[src/logic/ghm_pkg_end_marker_unused.sv]
// Intentionally empty companion file.
`default_nettype none
`default_nettype wire

[src/logic/ghm_pkg.sv]
// Shared constants, types and helpers of the gyro health monitor and serial readout.
// Assumes a single 10 MHz core clock; every pin is synchronised before use.
`default_nettype none

package ghm_pkg;

   // ==========================================================
   // Clock and timing
   localparam int CLK_HZ = 10_000_000;
   localparam int SETTLE_US = 1000;
   localparam int SETTLE_CYCLES = SETTLE_US * (CLK_HZ / 1_000_000);

   // ==========================================================
   // Message framing
   localparam int MSG_BYTES = 6;
   localparam int MSG_BITS = MSG_BYTES * 8;
   localparam logic [5:0] MSG_BITS_CNT = 6'h30;

   // ==========================================================
   // Command byte fields
   localparam int CMD_FACTORY_BIT = 7;
   localparam int CMD_SELFTEST_BIT = 6;
   localparam int CMD_RANGE_SRC_BIT = 5;
   localparam int CMD_RANGE_HI = 4;
   localparam int CMD_RANGE_LO = 3;
   localparam logic [7:0] CMD_RESET = 8'h00;

   // ==========================================================
   // Status byte fields
   localparam int STAT_FAIL_BIT = 7;
   localparam int STAT_BADCK_BIT = 4;
   localparam int STAT_SELFTEST_BIT = 3;

   // ==========================================================
   // Rate ranges and self-test offset
   localparam logic [1:0] RANGE_900 = 2'h0;
   localparam logic [1:0] RANGE_300 = 2'h1;
   localparam logic [1:0] RANGE_150 = 2'h2;
   localparam logic [1:0] RANGE_75 = 2'h3;
   localparam logic [1:0] RANGE_DEFAULT = RANGE_75;
   localparam int SELFTEST_DPS = 50;
   localparam int SF_75 = 96;
   localparam int SF_150 = 48;
   localparam int SF_300 = 24;
   localparam int SF_900 = 8;

   // ==========================================================
   // Temperature: input in quarter degrees, 2.75 counts per degree = 11/16 per quarter
   localparam logic [15:0] TEMP_ZERO_CODE = 16'h0200;
   localparam logic signed [19:0] TEMP_SLOPE_NUM = 20'sh0000b;
   localparam int TEMP_SLOPE_SHIFT = 4;

   // ==========================================================
   // Calibration memory
   localparam int CAL_WORDS = 16;
   localparam int CAL_IDX_W = 4;
   localparam logic [CAL_IDX_W-1:0] CAL_LAST = 4'hf;

   // ==========================================================
   // Types
   typedef enum logic [2:0] {
      PH_CHECK = 3'b001,
      PH_SETTLE = 3'b010,
      PH_RUN = 3'b100
   } ghm_phase_e;

   typedef struct packed {
      logic sclk;
      logic ss_n;
      logic mosi;
      logic mode_sel;
      logic selftest_pin;
   } ghm_pins_s;

   localparam ghm_pins_s PINS_IDLE = '{sclk: 1'b0, ss_n: 1'b1, mosi: 1'b0, mode_sel: 1'b0, selftest_pin: 1'b0};

   typedef struct packed {
      ghm_phase_e phase;
      logic [CAL_IDX_W-1:0] cal_idx;
      logic cal_fault;
      logic trim_fault;
      logic [15:0] settle_cnt;
      logic health;
      logic selftest;
      logic adc_en;
      logic [7:0] cmd;
      logic bad_ck;
      logic active;
      logic [5:0] bit_cnt;
      logic [MSG_BITS-1:0] tx;
      logic [MSG_BITS-1:0] rx;
      ghm_pins_s prev;
      logic miso;
      logic miso_oe;
   } ghm_top_s;

   localparam ghm_top_s TOP_RESET = '{phase: PH_CHECK, cal_idx: '0, cal_fault: 1'b0, trim_fault: 1'b0,
      settle_cnt: 16'h0000, health: 1'b0, selftest: 1'b0, adc_en: 1'b0, cmd: CMD_RESET, bad_ck: 1'b0,
      active: 1'b0, bit_cnt: 6'h00, tx: '0, rx: '0, prev: PINS_IDLE, miso: 1'b0, miso_oe: 1'b0};

   // ==========================================================
   // Helpers
   function automatic logic [7:0] checksum(input logic [39:0] b);
      logic [10:0] s;
      s = 11'(b[39:32]) + 11'(b[31:24]) + 11'(b[23:16]) + 11'(b[15:8]) + 11'(b[7:0]);
      return ~s[7:0];
   endfunction : checksum

   function automatic logic [15:0] selftest_offset(input logic [1:0] range);
      case (range)
         RANGE_900: return 16'(SELFTEST_DPS * SF_900);
         RANGE_300: return 16'(SELFTEST_DPS * SF_300);
         RANGE_150: return 16'(SELFTEST_DPS * SF_150);
         default: return 16'(SELFTEST_DPS * SF_75);
      endcase
   endfunction : selftest_offset

endpackage : ghm_pkg

`default_nettype wire

[src/logic/ghm_sync.sv]
// Two-stage synchroniser for a bundle of pins.
// Assumes pins are asynchronous to clk; the reset value matches the pins' idle level.
`default_nettype none

module ghm_sync #(
   parameter int W = 1,
   parameter logic [W-1:0] RESET_VAL = '0
) (
   input wire logic clk,
   input wire logic nrst,
   input wire logic [W-1:0] d,
   output logic [W-1:0] q
);

   typedef struct packed {
      logic [W-1:0] s1;
      logic [W-1:0] s2;
   } ghm_sync_s;

   ghm_sync_s st_reg;
   ghm_sync_s st_next;

   // ==========================================================
   // Stages
   always_comb begin
      st_next.s1 = d;
      st_next.s2 = st_reg.s1;
   end

   always_ff @(posedge clk) begin
      if (!nrst) begin
         st_reg <= '{s1: RESET_VAL, s2: RESET_VAL};
      end else begin
         st_reg <= st_next;
      end
   end

   assign q = st_reg.s2;

endmodule : ghm_sync

`default_nettype wire

[src/logic/ghm_msg.sv]
// Builds the outgoing status message and validates the incoming command message.
// Purely combinational; the caller registers what it needs.
`default_nettype none

module ghm_msg (
   input wire logic [7:0] status,
   input wire logic [15:0] rate,
   input wire logic [11:0] temp_q,
   input wire logic [47:0] rx,
   output logic [47:0] tx,
   output logic rx_ok
);

   logic signed [19:0] tq;
   logic [15:0] temp_code;
   logic [39:0] body;

   // ==========================================================
   // Temperature code, reported only over the serial link
   always_comb begin
      tq = {{8{temp_q[11]}}, temp_q};
      tq = 20'(tq * ghm_pkg::TEMP_SLOPE_NUM);
      temp_code = ghm_pkg::TEMP_ZERO_CODE + 16'(tq >>> ghm_pkg::TEMP_SLOPE_SHIFT);
   end

   // ==========================================================
   // Framing
   always_comb begin
      body = {status, rate, temp_code};
      tx = {body, ghm_pkg::checksum(body)};
      rx_ok = (rx[7:0] == ghm_pkg::checksum(rx[47:8]));
   end

endmodule : ghm_msg

`default_nettype wire

[src/logic/ghm_top.sv]
// Health monitor and serial readout of a single-axis rate sensor.
// Assumes core-clock inputs from the sensing front end and asynchronous serial pins.
`default_nettype none

module ghm_top #(
   parameter int SETTLE_CYCLES = ghm_pkg::SETTLE_CYCLES,
   parameter logic [11:0] AGC_LOW = 12'h100,
   parameter logic [11:0] AGC_HIGH = 12'he00,
   parameter logic [11:0] QUAD_LIMIT = 12'h400
) (
   input wire logic clk,
   input wire logic nrst,
   input wire logic sclk,
   input wire logic ss_n,
   input wire logic mosi,
   input wire logic mode_sel,
   input wire logic selftest_pin,
   input wire logic [8:0] cal_word,
   input wire logic [7:0] dac_readback,
   input wire logic [11:0] agc_level,
   input wire logic demod_sat,
   input wire logic [11:0] quad_mag,
   input wire logic [15:0] rate_in,
   input wire logic [11:0] temp_q,
   output logic [ghm_pkg::CAL_IDX_W-1:0] cal_index,
   output logic health_ok,
   output logic adc_enable,
   output logic selftest_active,
   output logic spi_miso,
   output logic spi_miso_oe
);

   ghm_pkg::ghm_top_s st_reg;
   ghm_pkg::ghm_top_s st_next;
   ghm_pkg::ghm_pins_s pins;
   logic [47:0] msg_tx;
   logic msg_rx_ok;
   logic [7:0] status;
   logic [1:0] range;
   logic [16:0] rate_sum;
   logic [15:0] rate_word;
   logic agc_ok;
   logic quad_exc;
   logic ss_fall;
   logic ss_rise;
   logic sclk_rise;
   logic sclk_fall;
   logic checks_ok;

   // ==========================================================
   // Pin synchronisers
   ghm_sync #(
      .W(5),
      .RESET_VAL(ghm_pkg::PINS_IDLE)
   ) u_sync (
      .clk(clk),
      .nrst(nrst),
      .d({sclk, ss_n, mosi, mode_sel, selftest_pin}),
      .q(pins)
   );

   // ==========================================================
   // Message framing
   ghm_msg u_msg (
      .status(status),
      .rate(rate_word),
      .temp_q(temp_q),
      .rx(st_reg.rx),
      .tx(msg_tx),
      .rx_ok(msg_rx_ok)
   );

   // ==========================================================
   // Data path
   always_comb begin
      range = st_reg.cmd[ghm_pkg::CMD_RANGE_SRC_BIT] ?
         st_reg.cmd[ghm_pkg::CMD_RANGE_HI:ghm_pkg::CMD_RANGE_LO] : ghm_pkg::RANGE_DEFAULT;
      // Offset applies at the scale of the active range
      rate_sum = {rate_in[15], rate_in}
         + (st_reg.selftest ? {1'b0, ghm_pkg::selftest_offset(range)} : 17'h00000);
      // Clip rather than wrap so a high rate plus offset never flips sign
      rate_word = (rate_sum[16] != rate_sum[15]) ? 16'h7fff : rate_sum[15:0];
      status = 8'h00;
      status[ghm_pkg::STAT_FAIL_BIT] = ~st_reg.health;
      status[ghm_pkg::STAT_BADCK_BIT] = st_reg.bad_ck;
      status[ghm_pkg::STAT_SELFTEST_BIT] = st_reg.selftest;
      status[1:0] = range;
   end

   // ==========================================================
   // Monitor terms
   always_comb begin
      agc_ok = (agc_level >= AGC_LOW) && (agc_level <= AGC_HIGH);
      quad_exc = quad_mag > QUAD_LIMIT;
      // Rate clipping is deliberately absent here: range overflow is not a fault
      checks_ok = (st_reg.phase == ghm_pkg::PH_RUN) && !st_reg.cal_fault && !st_reg.trim_fault && agc_ok
         && !demod_sat && !quad_exc;
      ss_fall = st_reg.prev.ss_n && !pins.ss_n;
      ss_rise = !st_reg.prev.ss_n && pins.ss_n;
      sclk_rise = !st_reg.prev.sclk && pins.sclk;
      sclk_fall = st_reg.prev.sclk && !pins.sclk;
   end

   // ==========================================================
   // Next state
   always_comb begin
      st_next = st_reg;
      st_next.prev = pins;
      st_next.adc_en = pins.mode_sel;
      st_next.selftest = pins.mode_sel ? st_reg.cmd[ghm_pkg::CMD_SELFTEST_BIT] : pins.selftest_pin;
      st_next.health = checks_ok && !st_reg.selftest;

      case (st_reg.phase)
         ghm_pkg::PH_CHECK: begin
            if (^cal_word) begin
               st_next.cal_fault = 1'b1;
            end
            if (dac_readback != cal_word[7:0]) begin
               st_next.trim_fault = 1'b1;
            end
            st_next.cal_idx = st_reg.cal_idx + 1'b1;
            if (st_reg.cal_idx == ghm_pkg::CAL_LAST) begin
               st_next.phase = ghm_pkg::PH_SETTLE;
            end
         end
         ghm_pkg::PH_SETTLE: begin
            // Any drive-level excursion restarts the count so only a steady loop passes
            if (!agc_ok) begin
               st_next.settle_cnt = 16'h0000;
            end else if (st_reg.settle_cnt == 16'(SETTLE_CYCLES - 1)) begin
               st_next.phase = ghm_pkg::PH_RUN;
            end else begin
               st_next.settle_cnt = st_reg.settle_cnt + 16'h0001;
            end
         end
         ghm_pkg::PH_RUN: begin
            st_next.phase = ghm_pkg::PH_RUN;
         end
         default: begin
            st_next.phase = ghm_pkg::PH_CHECK;
         end
      endcase

      // Serial slave; outside digital mode the link is ignored and the output released
      st_next.miso_oe = pins.mode_sel && !pins.ss_n;
      if (!pins.mode_sel) begin
         st_next.active = 1'b0;
      end else if (ss_fall) begin
         st_next.active = 1'b1;
         st_next.bit_cnt = 6'h00;
         st_next.tx = msg_tx;
         st_next.miso = msg_tx[47];
      end else if (ss_rise && st_reg.active) begin
         st_next.active = 1'b0;
         // Short or long frames are treated like a bad checksum
         if (st_reg.bit_cnt == ghm_pkg::MSG_BITS_CNT && msg_rx_ok) begin
            st_next.cmd = st_reg.rx[47:40];
            st_next.bad_ck = 1'b0;
         end else begin
            st_next.bad_ck = 1'b1;
         end
      end else if (st_reg.active && !pins.ss_n) begin
         if (sclk_rise) begin
            st_next.rx = {st_reg.rx[46:0], pins.mosi};
            if (st_reg.bit_cnt != 6'h3f) begin
               st_next.bit_cnt = st_reg.bit_cnt + 6'h01;
            end
         end else if (sclk_fall) begin
            st_next.tx = {st_reg.tx[46:0], 1'b0};
            st_next.miso = st_reg.tx[46];
         end
      end
   end

   always_ff @(posedge clk) begin
      if (!nrst) begin
         st_reg <= ghm_pkg::TOP_RESET;
      end else begin
         st_reg <= st_next;
      end
   end

   assign cal_index = st_reg.cal_idx;
   assign health_ok = st_reg.health;
   assign adc_enable = st_reg.adc_en;
   assign selftest_active = st_reg.selftest;
   assign spi_miso = st_reg.miso;
   assign spi_miso_oe = st_reg.miso_oe;
endmodule : ghm_top

`default_nettype wire

[config.mk]
export PLATFORM = sky130hd
export DESIGN_NAME = ghm_top
export DESIGN_NICKNAME = d
export VERILOG_FILES = /design/src/logic/ghm_pkg_end_marker_unused.sv /design/src/logic/ghm_pkg.sv /design/src/logic/ghm_sync.sv /design/src/logic/ghm_msg.sv /design/src/logic/ghm_top.sv
export SDC_FILE = /design/constraint.sdc
export NUM_CORES = 1
export LEC_CHECK = 0
export CAP_MARGIN = 10
export CORE_MARGIN = 1.5
export CORE_UTILIZATION = 60
export CTS_CLUSTER_DIAMETER = 40
export DETAILED_ROUTE_END_ITERATION = 10
export DONT_BUFFER_PORTS = 1
export GPL_TIMING_DRIVEN = 1
export PLACE_DENSITY = 0.81
export RECOVER_POWER = 25
export SLEW_MARGIN = 40
export SYNTH_ARGS = -nofsm -noshare
export SYNTH_HDL_FRONTEND = slang
export SYNTH_SLANG_ARGS = --single-unit
export TNS_END_PERCENT = 5
[constraint.sdc]
create_clock -name clk -period 8.4 [get_ports clk]
set_input_delay 1.68 -clock clk [delete_from_list [all_inputs] [get_ports clk]]
set_output_delay 1.68 -clock clk [all_outputs]
set_load 0.02 [all_outputs]
# Word-level counts from Yosys, hierarchy flattened
# Cells that the tools add are included.
totals:
  reg_bits: 152
  latchBits: 0
  mem_bits_rw: 0
  romBits: 0
  input_bits: 77
  output_inout_bits: 9
  elab_cells: 127
  memories: 0
classes:
  n_addsub: 13
  multipliers: 1
  div_mod_pow: 0
  n_lt_le_gt_ge: 3
  eq_ne: 18
  shift: 0
  muxes: 26
  bitwise_logic: 5
  n_reduce_logical: 41
ops:
  columns: ["cell", "count"]
  rows:
  - ["two-way mux 102 bit", 2]
  - ["two-way mux 48 bit", 3]
  - ["adder 8 bit", 8]
  - ["two-way mux 16 bit", 4]
  - ["two-way mux 55 bit", 1]
  - ["case mux 13 bit (3 select lines)", 1]
  - ["adder 17 x 16 -> 17 bit", 1]
  - ["multiplier 12 x 5 -> 17 bit (second input constant)", 1]
  - ["adder 10 x 16 -> 16 bit (first input constant)", 1]
  - ["adder 16 x 1 -> 16 bit (second input constant)", 1]
  - ["== test 16 x 14 -> 1 bit (second input constant)", 1]
  - ["inverter 8 bit", 2]
  - ["logical AND 1 bit", 15]
  - ["AND reduction 5 bit", 3]
  - ["greater-or-equal comparator 12 x 9 -> 1 bit (second input constant)", 1]
  - ["> comparator 12 x 11 -> 1 bit (second input constant)", 1]
  - ["less-or-equal comparator 12 bit (second input constant)", 1]
  - ["two-way mux 6 bit", 2]
  - ["inequality test 2 bit (second input constant)", 6]
  - ["nonzero test 2 bit", 5]
  - ["logical NOT 1 bit", 9]
  - ["two-way mux 3 bit", 3]
  - ["case mux 3 bit (3 select lines)", 1]
  - ["XOR reduction 9 bit", 1]
  - ["20 further kinds", 33]

# Depth between registers and ports, before layout
depth:
  depth_word: 13
  depth_mapped: 29
  ltp_nobuf: 29

# Cells and area by module
# A second synthesis with hierarchy kept.
unflattened:
  cells_unflattened: 1106
  hier_area_um2: 9970.8
modules_own_cells:
  columns: ["mod", "instances", "cells_each", "area_per_inst_um2", "seq_area_each_um2"]
  rows:
  - ["ghm_top", 1, 769, 6735.2, 2782.7]
  - ["ghm_msg", 1, 317, 2972.9, 0.0]
  - ["ghm_sync", 1, 20, 262.8, 200.2]

# Worst setup path before layout
# No wires, ideal clock.
synth_timing:
  kind: "input -> register"
  startpoint: "input rate_in[4]"
  endpoint: "register st_reg[62] (netlist bit)"
  setup_time_ns: 0.084
  t_arrival_ns: 7.153
  t_required_ns: 8.316
  setup_slack_ns: 1.163
  path_stages: 25
  n_path_buf: 0
  cell_sequence: "ha_1 -> fa_1 -> a21o_1 -> a21oi_1 -> o21ai_1 -> a221oi_1 -> nor3_1 -> a21oi_1 -> ha_1 -> or2_2 -> fa_1 -> inv_1 -> fa_1 -> fa_1 -> inv_1 -> ha_1 -> inv_1 -> fa_1 -> nand2b_1 -> a21oi_1 -> o22ai_1 -> xnor3_1 -> xnor2_1 -> xnor2_1 -> o31ai_2"
synth_via:
  elab_chain_cells: 9
synth_rtl:
  columns: ["item", "line_no", "source"]
  rows:
  - ["from (decl)", "ghm_top.sv:23", "input wire logic [15:0] rate_in,"]
  - ["adder 17 x 16 -> 17 bit *", "ghm_top.sv:80", "+ (st_reg.selftest ? {1'b0, ghm_pkg::selftest_offset(range)} : 17'h00000);"]
  - ["inequality test 1 bit", "ghm_top.sv:82", "rate_word = (rate_sum[16] != rate_sum[15]) ? 16'h7fff : rate_sum[15:0];"]
  - ["two-way mux 16 bit *", "ghm_top.sv:82", null]
  - ["adder 8 bit", "ghm_pkg.sv:105", "s = 11'(b[39:32]) + 11'(b[31:24]) + 11'(b[23:16]) + 11'(b[15:8]) + 11'(b[7:0]);"]
  - ["adder 8 bit * (3 in a row)", "ghm_pkg.sv:105", null]
  - ["inverter 8 bit *", "ghm_pkg.sv:106", "return ~s[7:0];"]
  - ["two-way mux 55 bit *", "ghm_top.sv:148", "end else if (ss_fall) begin"]
  - ["to (signal assigned)", "ghm_top.sv:177", "st_reg <= ghm_pkg::TOP_RESET;"]
  - ["to (signal assigned)", "ghm_top.sv:179", "st_reg <= st_next;"]
  - ["to (decl)", "ghm_top.sv:33", "ghm_pkg::ghm_top_s st_reg;"]
# Every way passes the cells marked *; elsewhere a longest branch is shown, timed or not.
# A chain may end at the register's enable or synchronous reset.

# Worst setup path after layout
layout_timing:
  startpoint: "input rate_in[6]"
  endpoint: "register st_reg[62] (netlist bit)"
# The elaborated chain is that of the path after synthesis.

==> run metrics <==
PortBufs=0; DP Wirelength=14,100 microns; Avg Cell Area, Syn=8.56 sq um; Die Height=129 microns; CTS Hold Bufs=0; final core occ=66.0%; Max-cap violations=1; detailed-route via count=7,493; number of clock sinks=149; Remaining Overflow, GRT=0; Main synth FF type=dfxtp_1; I/O pins=86; crit path max fanout=14; share of layout cells above drive strength 1=5.50%; Worst Tran Pin Value=2.77 ns; drt wl/cell=15.5 microns; PostCTS Resize Cnt=0; min-delay src=u_sync.st_next[3]; Row Count=45; Die Span X=129 microns; Async SR Flop Fraction=0%; register area share after synthesis=31.5%; CP Data Required Time=8.73 ns; CP Launch Type=input port; vias in the first global route=7,123; maximum root-to-sink buffer count=2; DIE AREA=16,600 sq um; Crit Path Category=input port to flip-flop; EDFF count, synth=0; Sw Share=34.9%; Comb power frac=39.5%; max reg flops=130; Skew-Pair Late Insertion Delay=0.44 ns; synth unique cells=78; Area contributors post-synth=dfxtp_1 (31%), fa_1 (9.7%), ha_1 (8.2%); DRT Pass-1 Iters=5; setup violators final=0; flop2flop setup slack=0.78 ns; sequential power share=30.3%; initial antenna violation count=2; Final ANT Viol Nets=0; area leader, netlist=dfxtp_1; Synth Cell Area=9480 sq um; Critical Path Start=rate_in[6]; worst hold slack=0.416 ns; Final Hold Viols=0; Remaining DRCs=0; failing checks=capacitance limit, slew limit; RR Endpoint=st_reg[62]; RR Startpoint=st_reg[116]; final net count=1,263; Pwr Density=236 nW/um^2; Worst setup endpoint=st_reg[62]; Internal=1560 uW; vias per cell=5.75; Starting Density=61.9%; worst hold-check path type=flip-flop to flip-flop; Worst setup EP type=flip-flop; routability-driven placement congestion ratio=0.866; Post-Syn Instances=1,107; period utilization=91.5%; Pwr Total=2390 uW; Worst slew margin=-84.8%; core area=15,300 sq um; status=complete, but fails checks; RSZ-0062 raised after global routing=false; final WL=20,200 microns; pin count of the biggest net entering global routing=63; setup TNS=0 ns; Layout Skew=0.00663 ns; DR iter-0 viols=576; Yosys top cell area share=31.5%; FILL cells=1,249; Post-Place Setup Slack=0.444 ns; Max Fclk=130 MHz; Synth-to-Final Area Change=6.71%; syn nets=1,292; min Tclk post-route=7.69 ns; Sw Pwr=834 uW; R2R cell count=29; clock power share=30.2%; Leakage=0.00414 uW; TritonCTS clock tree=done; synth warn=0; CTS H-tree lvls=4; first-pass GRT wire length=33,700 microns; clock root buffer=clkbuf_16; TritonCTS buffer count=17; Setup Fix Bufs, Post-CTS=0; Clock Pin Slew Worst Setup and Hold Paths=0.06 ns; final count of pins violating max slew=63; worst vdd ir=228 uV; Final WS setup=0.713 ns; GRT Total Usage=25.7%; Arr. time, crit path=8.01 ns; register bit total from synthesis=149
## layer usage
metal  GRT usage [%]  up-vias  wire, microns
li1                -     3689              -
met1            33.8     3562           9140
met2            41.1      205           9410
met3            6.11       37           1230
met4            9.78        0            430
met5               0        -              0
## worst min-delay path by stage
stage                              to  slack (ns)  cells past startpoint
after detailed placement  u_sync.q[3]        0.40                      1
after CTS                 u_sync.q[3]        0.42                      1
after floorplan           u_sync.q[3]        0.39                      1
final                     u_sync.q[3]        0.42                      1
after global placement    u_sync.q[3]        0.39                      1
after global routing      u_sync.q[3]        0.43                      1
## cells in the final DEF (no fill, tap or decap), types with 10 or more instances in the layout
cell       instances
dfxtp_1          149
o21ai_1           10
ha_1              62
and2_1            12
nor2_1            88
inv_1             91
nand2_1          143
a221oi_1          16
nor3_1            34
clkbuf_16         17
xnor2_1           51
a21o_1            10
xor2_1            45
a211oi_1          10
fa_1              46
o21ai_0           25
nand4_1           19
nand3_1           11
a21oi_1          101
## stage by stage
| stage | instances | cell area [sq um] |
|---|---|---|
| 2_1_floorplan | 1107 | 9480 |
| 6_report | 1304 | 10100 |
| 3_3_place_gp | 1270 | 9550 |
| 4_1_cts | 1302 | 10100 |
| 3_5_place_dp | 1270 | 9560 |
| 5_1_grt | 1302 | 10100 |
## cells in the mapped netlist (11+ instances only)
cell / n
nor2_1: 88
clkbuf_1: 39
xnor2_1: 51
inv_1: 91
dfxtp_1: 149
nand4_1: 19
nor3_1: 34
ha_1: 62
nand3_1: 11
o21ai_0: 25
a221oi_1: 16
nand2_1: 143
xor2_1: 45
and2_1: 15
a21oi_1: 101
fa_1: 46
## critical path, stage by stage
cell and delay [ns]:
ha_1 0.33, a21oi_1 0.18, a21boi_1 0.11, o21ai_1 0.24, a21oi_1 0.15, a311oi_2 0.45, nor3_1 0.11, xnor2_1 0.14
ha_1 0.51, clkinv_1 0.32, o21ai_0 0.24, fa_1 0.48, inv_1 0.09, fa_1 0.44, fa_1 0.46, inv_1 0.07
ha_1 0.16, inv_1 0.05, fa_1 0.39, nand2b_1 0.18, a21oi_1 0.17, o22ai_1 0.12, xnor3_1 0.35, xnor2_1 0.15
xnor2_1 0.17, o31ai_2 0.26
## cells by family (layout without fill, tap and decap cells)
| logic type | Yosys count | after routing | share of synthesized area [%] |
|---|---|---|---|
| flops | 149 | 149 | 31.5 |
| xor+xnor | 98 | 98 | 9.28 |
| other cells | 0 | 2 | 0 |
| buf+inv | 146 | 130 | 6.26 |
| compound gates | 229 | 229 | 15.9 |
| simple gates | 371 | 371 | 18.4 |
| fa+ha+maj | 110 | 110 | 18.1 |
| mux | 4 | 4 | 0.554 |
## final cells by class
type,instances,area (sq um),share of cell area [%]
multi-input cells,812,5920,58.6
well taps,211,264,2.61
clock inverters,12,105,1.04
inverters,92,345,3.41
diodes,2,5.00,0.0495
flip-flops and latches,149,2980,29.5
clock buffers,20,447,4.42
repair buffers,6,41.3,0.408
## power groups by stage
stage	combinational, uW	sequential, uW	clock (uW)
finish	945	725	722
global placement	903	740	0
CTS	945	725	730
detailed placement	932	740	0
global route	1060	726	758
floorplan	775	735	0
No activity file was read; power rests on OpenSTA's default activity.
